**src/hw/buck_cfg.svh**
```systemverilog
// Purpose: Timing and count constants for the buck PWM control logic.
// Assumes: 40 MHz system clock (25 ns period).
// Notes:   Times are given in their own unit; cycle counts other than DEADTIME_CYCLES are derived from them.
`ifndef BUCK_CFG_SVH
`define BUCK_CFG_SVH
`define CLK_PERIOD_NS      25
`define OSC_PERIOD_NS      1000
`define OSC_CYCLES         (`OSC_PERIOD_NS / `CLK_PERIOD_NS)
`define MAX_DUTY_PCT       94
`define MAX_ON_CYCLES      ((`OSC_CYCLES * `MAX_DUTY_PCT) / 100)
`define SKIP_TON_NS        300
`define SKIP_TON_CYCLES    ((`SKIP_TON_NS + `CLK_PERIOD_NS - 1) / `CLK_PERIOD_NS)
`define DEADTIME_CYCLES    1
`define SINK_SOFT_PERIODS  32
`define OC_HICCUP_EVENTS   8
`define OC_CLEAR_GOOD      3
`define HICCUP_PERIODS     1024
`endif

```
**src/hw/buck_pkg.sv**
```systemverilog
// Purpose: Types shared by the buck PWM control logic.
// Assumes: Flags arrive from comparators, synchronous to clk.
// Notes:   Timing constants live in buck_cfg.svh.
package buck_pkg;
   // Comparator flags from the analog front end
   typedef struct packed {
      logic pwmTrip;      // Error amp crossed current plus slope ramp
      logic hsLimit;      // High-side source current limit (about 5 A)
      logic hsReduced;    // Reduced high-side limit (about 0.4 A)
      logic sinkSoft;     // Low-side sink at -0.4 A
      logic sinkFull;     // Low-side sink at -5 A
      logic zeroCross;    // Inductor current below 200 mA
      logic ssAboveFb;    // Soft-start node above feedback node
      logic ssForce;      // Soft-start node reached 0.58 V
      logic overTemp;     // Over-temperature flag, hysteretic
      logic fbAbovePg;    // Feedback above 555 mV
      logic fbBelowPg;    // Feedback below 527 mV
      logic outAboveSet;  // Output above set point
   } flags_type;

   // Gate and node controls towards the power stage
   typedef struct packed {
      logic hsGate;
      logic lsGate;
      logic ssDischarge;
      logic powerGoodOe;  // Low while pulling power_good_output low
   } drive_type;

   typedef enum logic [2:0] {
      ST_OFF, ST_PREBIAS, ST_HS_ON, ST_LS_ON, ST_RECIRC, ST_HS_BLOCK, ST_IDLE, ST_HICCUP
   } phase_type;
endpackage

```
**src/hw/gate_deadtime.sv**
```systemverilog
// Purpose: Break-before-make stage for the two switch gates.
// Assumes: Requests come from the control state machine, never both at once.
// Notes:   A gate turns on only after both gates have been off DEAD cycles.
`timescale 1ns/1ps
`include "buck_cfg.svh"
module gate_deadtime
   import buck_pkg::*;
#(
   parameter int DEAD = `DEADTIME_CYCLES
)
(
   input  wire logic clk,
   input  wire logic sys_rst,
   input  wire logic hsReq,
   input  wire logic lsReq,
   output logic      hsGate,
   output logic      lsGate
);
   // Off counter is three bits wide
   if (DEAD < 1 || DEAD > 7)
   begin
      $error("DEAD out of range");
   end

   typedef struct packed {
      logic       hs;
      logic       ls;
      logic [2:0] offCnt;
   } dt_state_type;

   dt_state_type cur_ff;
   dt_state_type nxt_cur;

   // Drop any gate at once; raise one only after dead time with both off
   always_comb
   begin
      nxt_cur = cur_ff;
      if (!hsReq) nxt_cur.hs = 1'b0;
      if (!lsReq) nxt_cur.ls = 1'b0;
      if (cur_ff.hs || cur_ff.ls)
         nxt_cur.offCnt = 3'h0;
      else if (cur_ff.offCnt < 3'(DEAD))
         nxt_cur.offCnt = cur_ff.offCnt + 3'h1;
      if (!cur_ff.hs && !cur_ff.ls && cur_ff.offCnt >= 3'(DEAD))
      begin
         if (hsReq && !lsReq) nxt_cur.hs = 1'b1;
         else if (lsReq && !hsReq) nxt_cur.ls = 1'b1;
      end
   end

   always_ff @(posedge clk)
   begin
      if (sys_rst)
         cur_ff <= '0;
      else
         cur_ff <= nxt_cur;
   end

   assign hsGate = cur_ff.hs;
   assign lsGate = cur_ff.ls;

   property p_no_overlap;
      @(posedge clk) disable iff (sys_rst) !(hsGate && lsGate);
   endproperty
   a_no_overlap: assert property (p_no_overlap) else $error("gates overlap");

   property p_gap_before_on;
      @(posedge clk) disable iff (sys_rst) $rose(hsGate) |-> $past(!lsGate);
   endproperty
   a_gap_before_on: assert property (p_gap_before_on) else $error("no dead time");
endmodule

```
**src/hw/buck_pwm_control_logic.sv**
```systemverilog
// Purpose: Control logic of a synchronous step-down regulator.
// Assumes: All comparator flags synchronous to clk; 40 MHz clock.
// Notes:   Oscillator is a divider; analog loop lives outside.
// Operation
// - High-side on at start of every oscillator cycle in PWM.
// - High-side off when the PWM comparator trips.
// - High-side on-time ends at 94 percent of period at latest.
// - Low-side on for the rest of the cycle after high-side off.
// - Break-before-make, switches never on together.
// - Switching period fixed at 1 MHz.
// - Prebias start holds both off until soft-start crosses feedback.
// - Soft-start at 0.58 V forces switching to start.
// - Sink limit -0.4 A for first 32 periods, then -5 A.
// - Sink limit turns low-side off, high-side on till limit or period end.
// - Reduced high-side limit blocks high-side for rest of period.
// - Power-good released above 555 mV, pulled low below 527 mV.
// - High-side limit turns high-side off and low-side on immediately.
// - Three-bit overcurrent counter counts each limit event.
// - Three clean high-side turn-ons clear the counter.
// - Eight events: discharge soft-start, both off, 1024 periods, restart.
// - Overcurrent counting and hiccup active during soft-start too.
// - Over-temperature stops switching; restart via soft-start when cooled.
// - Skip mode: zero crossing turns low-side off, node high impedance.
// - Skip: next cycle both off if above set point, else 300 ns on.
// - Shutdown holds both switches off.
// - Skip input driven low means normal PWM; an unconnected input has no default.
`timescale 1ns/1ps
`include "buck_cfg.svh"
module buck_pwm_control_logic
   import buck_pkg::*;
#(
   parameter int OSC_CYC   = `OSC_CYCLES,
   parameter int MAXON_CYC = `MAX_ON_CYCLES,
   parameter int SKIPON    = `SKIP_TON_CYCLES,
   parameter int HICCUP    = `HICCUP_PERIODS,
   parameter int SINKSOFT  = `SINK_SOFT_PERIODS
)
(
   input  wire logic      clk,
   input  wire logic      sys_rst,
   input  wire logic      enable,
   input  wire logic      skipSelect,
   input  wire flags_type flags,
   output drive_type      drive,
   output logic           periodStart,
   output logic           hiccupActive,
   output logic [2:0]     ocCount
);
   // Counter widths bound what the logic can serve
   if (OSC_CYC < 4 || OSC_CYC > 64 || MAXON_CYC >= OSC_CYC || SKIPON < 1 || SKIPON >= MAXON_CYC
       || HICCUP < 1 || HICCUP > 1024 || SINKSOFT < 1 || SINKSOFT > 255)
   begin
      $error("bad parameter");
   end

   typedef struct packed {
      phase_type  phase;
      logic [5:0] oscCnt;
      logic [5:0] onCnt;
      logic [2:0] ocCnt;
      logic [1:0] goodCnt;
      logic [7:0] sinkCnt;
      logic [10:0] hicCnt;
      logic       started;    // Switching has begun since soft-start
      logic       hitLimit;   // Cleared when switching starts; nothing sets it
      logic       zcSeen;     // Skip: zero crossing flag, never written
      logic       power_good_output;
   } ctl_state_type;

   ctl_state_type cur_ff;
   ctl_state_type nxt_cur;
   logic          hsReq;
   logic          lsReq;
   logic          osc;
   logic          sinkHit;
   logic          skipMode;
   logic          maxOn;
   logic          running;

   // Fixed-rate oscillator tick
   assign osc      = (cur_ff.oscCnt == 6'(OSC_CYC - 1));
   assign skipMode = skipSelect && enable;
   assign maxOn    = (cur_ff.onCnt >= 6'(MAXON_CYC - 1));
   assign running  = enable && !flags.overTemp;
   // Reduced sink limit first, full one afterwards
   assign sinkHit  = (cur_ff.sinkCnt < 8'(SINKSOFT)) ? flags.sinkSoft : flags.sinkFull;

   always_comb
   begin
      nxt_cur = cur_ff;
      nxt_cur.oscCnt = osc ? 6'h0 : cur_ff.oscCnt + 6'h1;
      if (cur_ff.phase == ST_HS_ON)
         nxt_cur.onCnt = cur_ff.onCnt + 6'h1;
      // Power-good hysteresis
      if (flags.fbAbovePg) nxt_cur.power_good_output = 1'b1;
      else if (flags.fbBelowPg) nxt_cur.power_good_output = 1'b0;
      if (osc && cur_ff.started && cur_ff.sinkCnt < 8'(SINKSOFT))
         nxt_cur.sinkCnt = cur_ff.sinkCnt + 8'h1;

      unique case (cur_ff.phase)
         ST_OFF:
            nxt_cur.phase = ST_PREBIAS;
         ST_PREBIAS:
            // Both off until soft-start passes feedback or forced level
            if (osc && (flags.ssAboveFb || flags.ssForce))
            begin
               nxt_cur.started = 1'b1;
               nxt_cur.phase   = ST_HS_ON;
               nxt_cur.onCnt   = 6'h0;
               nxt_cur.hitLimit = 1'b0;
            end
         ST_HS_ON:
            if (flags.hsLimit)
            begin
               nxt_cur.phase = ST_LS_ON;
               nxt_cur.goodCnt = 2'h0;
               if (cur_ff.ocCnt == 3'(`OC_HICCUP_EVENTS - 1))
               begin
                  nxt_cur.phase  = ST_HICCUP;
                  nxt_cur.hicCnt = 11'h0;
               end
               nxt_cur.ocCnt = cur_ff.ocCnt + 3'h1;
            end
            else if ((!skipMode && (flags.pwmTrip || maxOn)) ||
                     (skipMode && cur_ff.onCnt >= 6'(SKIPON - 1)) || osc)
            begin
               nxt_cur.phase = ST_LS_ON;
               if (cur_ff.goodCnt == 2'(`OC_CLEAR_GOOD - 1))
               begin
                  nxt_cur.ocCnt   = 3'h0;
                  nxt_cur.goodCnt = 2'h0;
               end
               else
                  nxt_cur.goodCnt = cur_ff.goodCnt + 2'h1;
            end
         ST_LS_ON, ST_IDLE:
            // Period start decides first, so a late event never costs a whole period
            if (osc && (!skipMode || !flags.outAboveSet))
            begin
               nxt_cur.phase = ST_HS_ON;
               nxt_cur.onCnt = 6'h0;
            end
            else if (osc)
               nxt_cur.phase = ST_IDLE;
            else if (cur_ff.phase == ST_LS_ON && sinkHit && !skipMode)
               nxt_cur.phase = ST_RECIRC;
            else if (cur_ff.phase == ST_LS_ON && skipMode && flags.zeroCross)
               nxt_cur.phase = ST_IDLE;
         ST_RECIRC:
            if (osc)
            begin
               nxt_cur.phase = ST_HS_ON;
               nxt_cur.onCnt = 6'h0;
            end
            else if (flags.hsReduced)
               nxt_cur.phase = ST_HS_BLOCK;
         ST_HS_BLOCK:
            if (osc)
            begin
               nxt_cur.phase = ST_HS_ON;
               nxt_cur.onCnt = 6'h0;
            end
         ST_HICCUP:
            // Wait the hiccup timeout counted in oscillator periods
            if (osc)
            begin
               if (cur_ff.hicCnt == 11'(HICCUP - 1))
               begin
                  nxt_cur.phase   = ST_PREBIAS;
                  nxt_cur.ocCnt   = 3'h0;
                  nxt_cur.started = 1'b0;
                  nxt_cur.sinkCnt = 8'h0;
               end
               else
                  nxt_cur.hicCnt = cur_ff.hicCnt + 11'h1;
            end
      endcase

      // Shutdown and thermal stop restart through soft-start
      if (!enable || flags.overTemp)
      begin
         nxt_cur.phase   = ST_OFF;
         nxt_cur.ocCnt   = 3'h0;
         nxt_cur.goodCnt = 2'h0;
         nxt_cur.sinkCnt = 8'h0;
         nxt_cur.hicCnt  = 11'h0;
         nxt_cur.started = 1'b0;
      end
   end

   always_ff @(posedge clk)
   begin
      if (sys_rst)
         cur_ff <= '{phase: ST_OFF, default: '0};
      else
         cur_ff <= nxt_cur;
   end

   // Gate requests per phase
   always_comb
   begin
      hsReq = (cur_ff.phase == ST_HS_ON) || (cur_ff.phase == ST_RECIRC);
      lsReq = (cur_ff.phase == ST_LS_ON) || (cur_ff.phase == ST_HS_BLOCK);
   end

   gate_deadtime #(.DEAD(`DEADTIME_CYCLES)) u_dead
   (
      .clk     (clk),
      .sys_rst (sys_rst),
      .hsReq   (hsReq),
      .lsReq   (lsReq),
      .hsGate  (drive.hsGate),
      .lsGate  (drive.lsGate)
   );

   // Soft-start discharge while off or in hiccup; power-good open drain
   assign drive.ssDischarge = (cur_ff.phase == ST_HICCUP) || (cur_ff.phase == ST_OFF);
   assign drive.powerGoodOe = cur_ff.power_good_output;
   assign periodStart       = osc;
   assign hiccupActive      = (cur_ff.phase == ST_HICCUP);
   assign ocCount           = cur_ff.ocCnt;

   property p_maxon;
      @(posedge clk) disable iff (sys_rst) cur_ff.phase == ST_HS_ON |-> cur_ff.onCnt < 6'(MAXON_CYC);
   endproperty
   a_maxon: assert property (p_maxon) else $error("on-time past max duty");

   property p_limit_off;
      @(posedge clk) disable iff (sys_rst)
         cur_ff.phase == ST_HS_ON && flags.hsLimit && enable && !flags.overTemp |=> !hsReq;
   endproperty
   a_limit_off: assert property (p_limit_off) else $error("limit did not end on-time");

   property p_count;
      @(posedge clk) disable iff (sys_rst)
         cur_ff.phase == ST_HS_ON && flags.hsLimit && enable && !flags.overTemp && cur_ff.ocCnt != 3'h7
         |=> ocCount == $past(ocCount) + 3'h1;
   endproperty
   a_count: assert property (p_count) else $error("counter missed event");

   property p_hiccup_off;
      @(posedge clk) disable iff (sys_rst) hiccupActive |-> !hsReq && !lsReq && drive.ssDischarge;
   endproperty
   a_hiccup_off: assert property (p_hiccup_off) else $error("switching in hiccup");

   property p_shutdown;
      @(posedge clk) disable iff (sys_rst) !enable |=> ##1 !drive.hsGate && !drive.lsGate && ocCount == 3'h0;
   endproperty
   a_shutdown: assert property (p_shutdown) else $error("switch on while shut down");

   property p_thermal;
      @(posedge clk) disable iff (sys_rst) flags.overTemp |=> cur_ff.phase == ST_OFF;
   endproperty
   a_thermal: assert property (p_thermal) else $error("no thermal stop");

   property p_power_good_output;
      @(posedge clk) disable iff (sys_rst) flags.fbAbovePg |=> drive.powerGoodOe;
   endproperty
   a_power_good_output: assert property (p_power_good_output) else $error("power good not released");

   property p_prebias;
      @(posedge clk) disable iff (sys_rst) cur_ff.phase == ST_PREBIAS |-> !hsReq && !lsReq;
   endproperty
   a_prebias: assert property (p_prebias) else $error("switching in prebias");

   property p_skip_zc;
      @(posedge clk) disable iff (sys_rst)
         skipMode && cur_ff.phase == ST_LS_ON && flags.zeroCross && enable && !flags.overTemp |=> !lsReq;
   endproperty
   a_skip_zc: assert property (p_skip_zc) else $error("low side kept after zero crossing");

   property p_pwm_start;
      @(posedge clk) disable iff (sys_rst)
         osc && running && !skipMode && cur_ff.phase inside {ST_LS_ON, ST_IDLE, ST_RECIRC, ST_HS_BLOCK}
         |=> cur_ff.phase == ST_HS_ON;
   endproperty
   a_pwm_start: assert property (p_pwm_start) else $error("period start missed");

   property p_sink_recirc;
      @(posedge clk) disable iff (sys_rst)
         cur_ff.phase == ST_LS_ON && sinkHit && !skipMode && !osc && running |=> hsReq && !lsReq;
   endproperty
   a_sink_recirc: assert property (p_sink_recirc) else $error("sink limit kept low side on");

   property p_reduced_block;
      @(posedge clk) disable iff (sys_rst)
         cur_ff.phase == ST_RECIRC && flags.hsReduced && !osc && running |=> !hsReq;
   endproperty
   a_reduced_block: assert property (p_reduced_block) else $error("reduced limit kept high side on");

   property p_hiccup_entry;
      @(posedge clk) disable iff (sys_rst)
         cur_ff.phase == ST_HS_ON && flags.hsLimit && running && cur_ff.ocCnt == 3'(`OC_HICCUP_EVENTS - 1)
         |=> hiccupActive;
   endproperty
   a_hiccup_entry: assert property (p_hiccup_entry) else $error("eighth event missed hiccup");

   property p_power_good_output_low;
      @(posedge clk) disable iff (sys_rst) flags.fbBelowPg && !flags.fbAbovePg |=> !drive.powerGoodOe;
   endproperty
   a_power_good_output_low: assert property (p_power_good_output_low) else $error("power good not pulled low");

   property p_skip_idle;
      @(posedge clk) disable iff (sys_rst)
         osc && skipMode && flags.outAboveSet && running && cur_ff.phase inside {ST_LS_ON, ST_IDLE}
         |=> !hsReq && !lsReq;
   endproperty
   a_skip_idle: assert property (p_skip_idle) else $error("skip switched above set point");

   c_hiccup: cover property (@(posedge clk) disable iff (sys_rst) $rose(hiccupActive));
   c_recirc: cover property (@(posedge clk) disable iff (sys_rst) cur_ff.phase == ST_RECIRC);
   c_skip:   cover property (@(posedge clk) disable iff (sys_rst) cur_ff.phase == ST_IDLE);
   c_power_good_output:  cover property (@(posedge clk) disable iff (sys_rst) $rose(drive.powerGoodOe));
endmodule

```
**config.mk**
```make
export PLATFORM = sky130hd
export DESIGN_NAME = buck_pwm_control_logic
export DESIGN_NICKNAME = d
export VERILOG_FILES = /design/src/hw/buck_pkg.sv /design/src/hw/gate_deadtime.sv /design/src/hw/buck_pwm_control_logic.sv
export VERILOG_INCLUDE_DIRS = /design/src /design/src/hw
export SDC_FILE = /design/constraint.sdc
export NUM_CORES = 1
export LEC_CHECK = 0
export ABC_AREA = 1
export BUFFER_PORTS_ARGS = -buffer_cell sky130_fd_sc_hd__buf_4
export CORE_AREA = 5 5 71 73
export DETAILED_ROUTE_END_ITERATION = 16
export DIE_AREA = 0 0 76 78
export PLACE_DENSITY = 0.91
export SETUP_SLACK_MARGIN = 0.5
export SLEW_MARGIN = 30
export SYNTH_ARGS = -nofsm -noshare
export SYNTH_HDL_FRONTEND = slang
export SYNTH_SLANG_ARGS = --single-unit
```
**constraint.sdc**
```tcl
create_clock -name clk -period 3 [get_ports clk]
set_input_delay 0.15 -clock clk [delete_from_list [all_inputs] [get_ports clk]]
set_output_delay 0.15 -clock clk [all_outputs]
set_load 0.02 [all_outputs]
```
# Word-level counts from Yosys, hierarchy flattened
# Index checks and enable logic that the tools add are counted.
[op_classes]
n_mux = 46
n_shift = 0
n_div = 0
n_bitwise = 0
addsub = 7
n_lt_le_gt_ge = 5
n_mul = 0
n_eq_ne = 22
n_reduce_logical = 47
[ops]
columns = ["op", "n"]
rows = [
  ["$mux W3", 16],
  ["$mux W11", 3],
  ["$mux W6", 4],
  ["$mux W8", 3],
  ["$pmux W11 S2", 1],
  ["$pmux W3 S7", 1],
  ["$mux W20", 1],
  ["$pmux W6 S3", 1],
  ["$eq A3 B3 Y1 const B", 5],
  ["$logic_and A1 B1 Y1", 15],
  ["$add A6 B1 Y6 const B", 2],
  ["$add A11 B1 Y11 const B", 1],
  ["$eq A11 B10 Y1 const B", 1],
  ["$logic_or A1 B1 Y1", 10],
  ["$mux W5", 2],
  ["$reduce_and A5 Y1", 2],
  ["$reduce_or A2 Y1", 5],
  ["$mux W1", 9],
  ["$add A8 B1 Y8 const B", 1],
  ["$lt A8 B6 Y1 const B", 1],
  ["$ne A2 B2 Y1 const B", 4],
  ["$reduce_bool A2 Y1", 4],
  ["$logic_not A1 Y1", 7],
  ["$reduce_and A7 Y1", 1],
  ["other kinds (20)", 27],
]
[word_totals]
out_inout_bits = 9
regBits = 46
n_memories = 0
latchBits = 0
romBits = 0
ram_bits = 0

# Depth between registers and ports, before layout
# Gate-level depths: netlist of run 1.
[depth]
word_depth = 8
mapped_depth = 12
ltp_nobuf = 12

# Cells and area by module
# A second synthesis of run 1 with hierarchy kept.
[hier_totals]
hier_cells = 378
area_unflattened_um2 = 2605.0
[by_module_without_submodules]
columns = ["mod", "cells_each", "area_each_um2", "instances", "seq_area_each_um2"]
rows = [
  ["buck_pwm_control_logic", 344, 2358.5, 1, 820.8],
  ["gate_deadtime", 34, 246.5, 1, 100.1],
]

# Worst setup path after synthesis of run 1
# OpenSTA, ideal clock, no wires.
[synth_path]
path_kind = "flip-flop to flip-flop"
start = "register cur_ff[34] (netlist name)"
end = "register cur_ff[40] (netlist name)"
arrival_ps = 1578
setup_time_ps = 64
slack_ps = 1358
required_ps = 2936
stages_incl_launch_ff = 11
n_path_buf = 0
path_cell_list = "dfxtp_1 -> ha_1 -> nand3_2 -> nor2_8 -> nand2_4 -> nand2_2 -> nand3_2 -> nor2_4 -> nand3_2 -> and2_1 -> nor2_1"
[synth_via]
elab_chain_len = 4
elab_cells_between_ends = 15
classes_between = "eq/ne: 7; mux: 4; reduce/logical: 4"
[synth_lines]
columns = ["item", "line", "rtl"]
rows = [
  ["start: declaration", "buck_pwm_control_logic.sv:70", "ctl_state_type cur_ff;"],
  ["start signal: assignment", "buck_pwm_control_logic.sv:196", "cur_ff <= nxt_cur;"],
  ["$eq A6 B6 Y1 (*)", "buck_pwm_control_logic.sv:81", "assign osc = (cur_ff.oscCnt == 6'(OSC_CYC - 1));"],
  ["via periodStart", "buck_pwm_control_logic.sv:45", "output logic periodStart,"],
  ["$logic_and A1 B1 Y1 (tied with other cells)", "buck_pwm_control_logic.sv:138", "if (osc && (!skipMode || !flags.outAboveSet))"],
  ["$ne A5 B5 Y1 (no source line) (tied with other cells)", "-", ""],
  ["$reduce_and A7 Y1 (no source line) / $pmux W3 S7 (equally long branches)", "-", ""],
]
# Mark *: on every way through the listed nets, which the timed path passes. The rest lies on a longest branch.
# A chain may end at the register's enable or synchronous reset.

# Worst setup path in the final report of run 1
[layout_path]
start = "register cur_ff[34] (netlist name)"
end = "register cur_ff[31] (netlist name)"
[layout_via]
elab_chain_len = 4
elab_cells_between_ends = 7
classes_between = "eq/ne: 1; mux: 4; reduce/logical: 2"
[layout_lines]
columns = ["item", "line", "rtl"]
rows = [
  ["$eq A6 B6 Y1 (*)", "buck_pwm_control_logic.sv:81", ""],
  ["$logic_and A1 B1 Y1 (on tied branches)", "buck_pwm_control_logic.sv:138, buck_pwm_control_logic.sv:105", ""],
  ["$mux W6 (on tied branches)", "buck_pwm_control_logic.sv:138, buck_pwm_control_logic.sv:105", ""],
  ["$pmux W6 S3 (*)", "buck_pwm_control_logic.sv:100", "unique case (cur_ff.phase)"],
]
# Every way passes the cells marked *; elsewhere a longest branch is shown, timed or not.

==> results of run 1 <==
[power breakdown]
group / internal (W) / switching, W
Sequential: 0.000631 / 0.0000188
Combinational: 0.0000559 / 0.0000824
Clock: 0.000185 / 0.000209
[worst max-delay path, stage by stage (launching register included)]
cell,delay (ns)
dfxtp_1,0.38
ha_1,0.29
nand3_2,0.17
nor2_8,0.20
nand2_1,0.07
nand2_1,0.08
o21ai_0,0.11
o21ai_2,0.29
nor3b_1,0.08
[logic make-up after synthesis]
family,after synthesis,synth area share
AND/OR/NAND/NOR,194,0.378
buffers and inverters,67,0.108
AO/OA/AOI/OAI,39,0.0907
adder cells (fa/ha/maj),9,0.0427
multiplexers,1,0.00380
flip-flops,46,0.349
XOR/XNOR,8,0.0266
[final cells by class]
type,count,area [sq um],share of cell area
multi-input combinational,251,1430,0.489
inverter,59,224,0.0767
clock inverter,2,12.5,0.00428
clock buffer,6,82.6,0.0283
sequential,46,921,0.315
timing repair buffer,25,188,0.0642
tap,52,65.1,0.0223
[sequential cells by signal, summed over array words and instances, names as in the netlist]
register and count:
u_dead.lsGate 1, cur_ff 37, ocCount 3, u_dead.hsGate 1, drive 1, u_dead.cur_ff 3
[synth_stat cells (all sizes together), types with 3 or more instances]
cell	instances
a21oi	16
buf	8
dfxtp	46
ha	9
inv	58
nand2	73
nand3	26
nand4	7
nor2	65
nor3	14
o21ai	15
or2	3
xor2	7
[layer usage]
| layer | GRT usage | wire length [um] | vias up | share of wire |
|---|---|---|---|---|
| li1 | - | - | 1196 | - |
| met1 | 0.213 | 2330 | 1047 | 0.44 |
| met2 | 0.331 | 2660 | 55 | 0.50 |
| met3 | 0.0498 | 234 | 10 | 0.044 |
| met4 | 0.0747 | 99 | 0 | 0.019 |
| met5 | 0 | 0 | - | 0 |
[path summary, 6_finish.rpt]
kind                            startpoint    endpoint  cells past startpoint
worst max register to register  cur_ff[34]  cur_ff[31]                      8
worst min register to register  cur_ff[22]  cur_ff[22]                      2
worst max-delay path            cur_ff[34]  cur_ff[31]                      8
worst min-delay path               sys_rst    drive[0]                      2
[stage by stage]
step	total power (W)	std cells	worst slack (ns)	hold slack [ns]	instance area [sq um]
4_1_cts	0.00119	441	1.22	0.0409	2920
3_3_place_gp	0.000794	433	1.32	0.357	2830
5_1_grt	0.00125	441	1.05	0.0389	2920
6_report	0.00118	441	1.20	0.0470	2920
2_1_floorplan	0.000759	364	1.36	0.222	2640
3_5_place_dp	0.000801	433	1.25	0.365	2830
[placed cells by master, fill, tap and decap left out, types with 2 or more instances in the layout]
cell type | Yosys | layout
nand4_1 | 6 | 6
xor2_1 | 7 | 7
nand2_4 | 2 | 2
nor2_4 | 2 | 2
ha_1 | 9 | 9
o21ai_1 | 3 | 3
nand3_1 | 20 | 20
dfxtp_1 | 46 | 46
nor3_2 | 7 | 7
nand2_1 | 69 | 69
nand2_2 | 2 | 2
clkbuf_8 | 0 | 6
nor3b_1 | 2 | 2
o21ai_0 | 10 | 10
nor2_8 | 3 | 3
inv_2 | 5 | 5
nor2_1 | 59 | 59
nand3_2 | 5 | 5
a221oi_1 | 2 | 2
nor3_1 | 7 | 7
buf_4 | 6 | 25
a21oi_1 | 15 | 15
nand3b_1 | 2 | 2
or2_2 | 3 | 3
inv_1 | 52 | 52
==> flow_summary.toml, run 1 <==
[layout]
fin_nets = 413
fillers = 357
drive_gt1_frac = 0.177
utilization = 0.680
area_delta_synth_final_pct = 10.9
diodes = 0

[route]
routed_via_density = 5.23
wl_per_cell_um = 12.1
wl_um = 5320
drt_iter0_drc = 167
drtPass1Iterations = 4
final_antenna_net_count = 0
drc = 0
routed-via-count = 2308

[timing]
rsz0062_at_grt = "no"
worstMarginPinSlew_ns = 0.781
clock.fmax_ghz = 0.556
drv_slew = 0
skew_ns = 0.0114
finalSetupViolCount = 0
min_period_ns = 1.80
maxSlewHeadroom = 0.476
finalHoldViolCount = 0
fin_tns_setup_ns = 0
min_period_over_period = 0.599

[logic_synthesis]
ys_async_sr_fraction = 0
synth_edf_count = 0
ys_seq_area_frac = 0.349
ys_types = 44
synth_area_leaders = "dfxtp_1, nand2_1, nor2_1"
ys.flop_type = "dfxtp_1"
netlist.area_leader.share = 0.349
synth_cells = 364
yosysWarningCount = 0
synth.net_count = 389
synth_area_sq_mm = 0.00264
synth_seq_cells = 46
synth.avg_cell_area_sq_um = 7.24
synth_top_area_cell = "dfxtp_1"

[clock_tree]
cts.sinks = 46
clockBufferDepth = 2
post_cts_buffers = 0
cts_resized = 0
clk_pin_slew_ns = 0.08
holdBufCountCts = 0
cts_tree = "done"
numCtsBuffers = 5
cts_root_buf = "clkbuf_8"
clk-insertion-delay-late_ns = 0.30
htreeDepth = 2

[worst_hold_path]
hp-class = "input port to flip-flop"

[floorplan]
core_sq_mm = 0.00429
io_pins = 25
row_count = 24
fp.dieH_um = 78
start_util = 0.614
die_w_um = 76
dieArea_sq_mm = 0.00593

[run_status]
status = "completed"

[power]
vdd_ir_drop_max_uv = 444
p_per_area_mw_per_mm2 = 405
p_leak_nw = 1.32

[critical_path]
worstSetupPathType = "flip-flop to flip-flop"
cp_max_fo = 8
cp-start-kind = "flip-flop"
r2r_slack_ns = 1.20
required_ns = 3.18
worstPathArrival_ns = 1.98
end_kind = "flip-flop"

[place]
gp_congestion = 0.856
portBuffers = 24
hpwl_um = 4030

[flow_run]
maxCapViolCount = 0

[global_route]
antenna_found_initial = 0
grt_max_degree = 16
grt_pass1_vias = 2238
overflow = 0
grt_use_total = 0.187
grt_pass1_wl_um = 9250
Note: power is estimated with default switching activity, not from simulation.
==> inputs of run 2 (changes only) <==
--- a/config.mk
+++ b/config.mk
@@ -8,10 +8,10 @@
 export LEC_CHECK = 0
 export ABC_AREA = 1
 export BUFFER_PORTS_ARGS = -buffer_cell sky130_fd_sc_hd__buf_4
-export CORE_AREA = 5 5 71 73
+export CORE_AREA = 5 5 73 75
 export DETAILED_ROUTE_END_ITERATION = 16
-export DIE_AREA = 0 0 76 78
-export PLACE_DENSITY = 0.91
+export DIE_AREA = 0 0 78 80
+export PLACE_DENSITY = 0.87
 export SETUP_SLACK_MARGIN = 0.5
 export SLEW_MARGIN = 30
 export SYNTH_ARGS = -nofsm -noshare
==> constraint.sdc (replaced) <==
create_clock -name clk -period 1.7 [get_ports clk]
set_input_delay 0.085 -clock clk [delete_from_list [all_inputs] [get_ports clk]]
set_output_delay 0.085 -clock clk [all_outputs]
set_load 0.02 [all_outputs]
==> flow_summary.toml, run 2 (synthesized netlist as in run 1, its figures left out) <==
[run_status]
status = "completed"

[power]
p_leak_nw = 1.64
power_frac_comb = 0.155
power.switching_w = 0.000596
pwr-share-seq = 0.535
swShare = 0.276
vdd_ir_drop_max_uv = 571
intPower_w = 0.00157
pwr-share-clk = 0.311
p_per_area_mw_per_mm2 = 592

[floorplan]
dieArea_sq_mm = 0.00624
die_w_um = 78
fp.dieH_um = 80
io_pins = 25
start_util = 0.573
row_count = 25
core_sq_mm = 0.00460

[clock_tree]
cts_root_buf = "clkbuf_8"
clk-insertion-delay-late_ns = 0.30
clk_pin_slew_ns = 0.08
numCtsBuffers = 5
cts_tree = "done"
cts.sinks = 46
htreeDepth = 2
clockBufferDepth = 2

[timing]
clock.fmax_ghz = 0.623
maxSlewHeadroom = 0.787
worstMarginPinSlew_ns = 0.320
finalSetupViolCount = 0
min_period_over_period = 0.944
finalHoldViolCount = 0
rsz0062_at_grt = "yes"
drv_slew = 0
min_period_ns = 1.60
skew_ns = 0.00789
whs_ns = 0.177

[route]
drc = 0
drtPass1Iterations = 6
routed_via_density = 5.60
wl_per_cell_um = 15.4
final_antenna_net_count = 0
wl_um = 7330
routed-via-count = 2671
drt_iter0_drc = 190

[place]
hpwl_um = 4090
portBuffers = 24
place_area_sq_mm = 0.00295
gp_congestion = 0.949

[critical_path]
cp_max_fo = 5
cp-start-kind = "flip-flop"
crit_chain = "ha_4 -> nand3_4 -> nor2_8 -> nand2_4 -> nand2_2 -> nand3_2 -> nor2_4 -> nand3_4 -> nand2_1 -> nand2_1 -> nor2_1"
required_ns = 1.93
cp_slowest_stage_delay_ns = 0.36
worstPathArrival_ns = 1.83
crit_slowest_cell = "dfxtp_2"
worstSetupPathType = "flip-flop to flip-flop"
rr_worst_depth = 11
end_kind = "flip-flop"

[layout]
fin_nets = 449
top_register = "cur_ff"
area_delta_synth_final_pct = 38.7
final_cell_mix = "nand2_1, buf_4, inv_1, nor2_1, dfxtp_1"
mostFrequentLayoutCell = "nand2_1"
diodes = 0
largest_register_ffs = 37
fin_area_sq_mm = 0.00365
drive_gt1_frac = 0.421

[global_route]
overflow = 0
antenna_found_initial = 0
grt_max_degree = 17
grt_pass1_wl_um = 10900
grt_use_total = 0.213
grt_pass1_vias = 2518

[worst_hold_path]
min_path_cells = 5
hp-class = "input port to flip-flop"

[flow_run]
maxCapViolCount = 0
==> run 2: cell types whose count changed in the layout (fill, tap and decap cells not counted), moves of 13 or more <==
cell	previous run	this run
buf_4	25	50
nor2_1	59	46
nand2_2	2	16
nand2_1	69	51
dfxtp_1	46	30
==> run 2: path summary, 6_finish.rpt <==
kind,from,end,slack [ns]
worst max-delay path,cur_ff[35],cur_ff[42],0.1
worst min-delay path,flags[10],ocCount[1],0.18
worst max register to register,cur_ff[35],cur_ff[42],0.1
worst min register to register,cur_ff[21],cur_ff[21],0.45
==> run 2: cell type report <==
cell class,instances,area (sq um)
clock buffer,6,82.6
fill,281,945
inverter,59,244
sequential,46,961
multi-input combinational,252,1790
tap,54,67.6
timing repair buffer,60,505
==> run 2: layer usage <==
layer	part of all wire	global-route usage	vias up	wire, um
li1	-	-	1277	-
met1	0.38	0.232	1253	2820
met2	0.53	0.388	111	3870
met3	0.056	0.0530	30	408
met4	0.032	0.0946	0	232
met5	0	0	-	0
==> run 2: worst max-delay path, delay by kind of cell, from the launching register on <==
family	cells	cell delay [ns]
flip-flops	1	0.36
adder cells (fa/ha/maj)	1	0.18
AND/OR/NAND/NOR	10	0.99
==> run 2: stage by stage <==
step	setup slack, ns	std cells	power, W	utilization	TNS, ns
final	0.0955	477	0.00216	0.795	0
after global routing	-0.0260	477	0.00226	0.795	-0.0481
after CTS	0.168	467	0.00211	0.731	0
after detailed placement	0.0299	439	0.00143	0.641	0
after global placement	0.133	439	0.00141	0.641	0
after floorplan	0.213	364	0.00135	-	0
==> run 2: timing repair <==
action,CTS,global route
pin swaps,16,18
gates cloned,1,0
setup endpoints to repair,39,46
hold buffers,2,0
resized for setup,43,60
buffers inserted,19,10
endpoints found under the hold margin,3,0
==> run 2: power groups by stage <==
stage               logic, W  registers [W]  clock network (W)
finish              0.000335        0.00116           0.000672
global route        0.000366        0.00116           0.000735
CTS                 0.000288        0.00115           0.000672
detailed placement  0.000252        0.00117                  0
global placement    0.000237        0.00117                  0
floorplan           0.000177        0.00117                  0
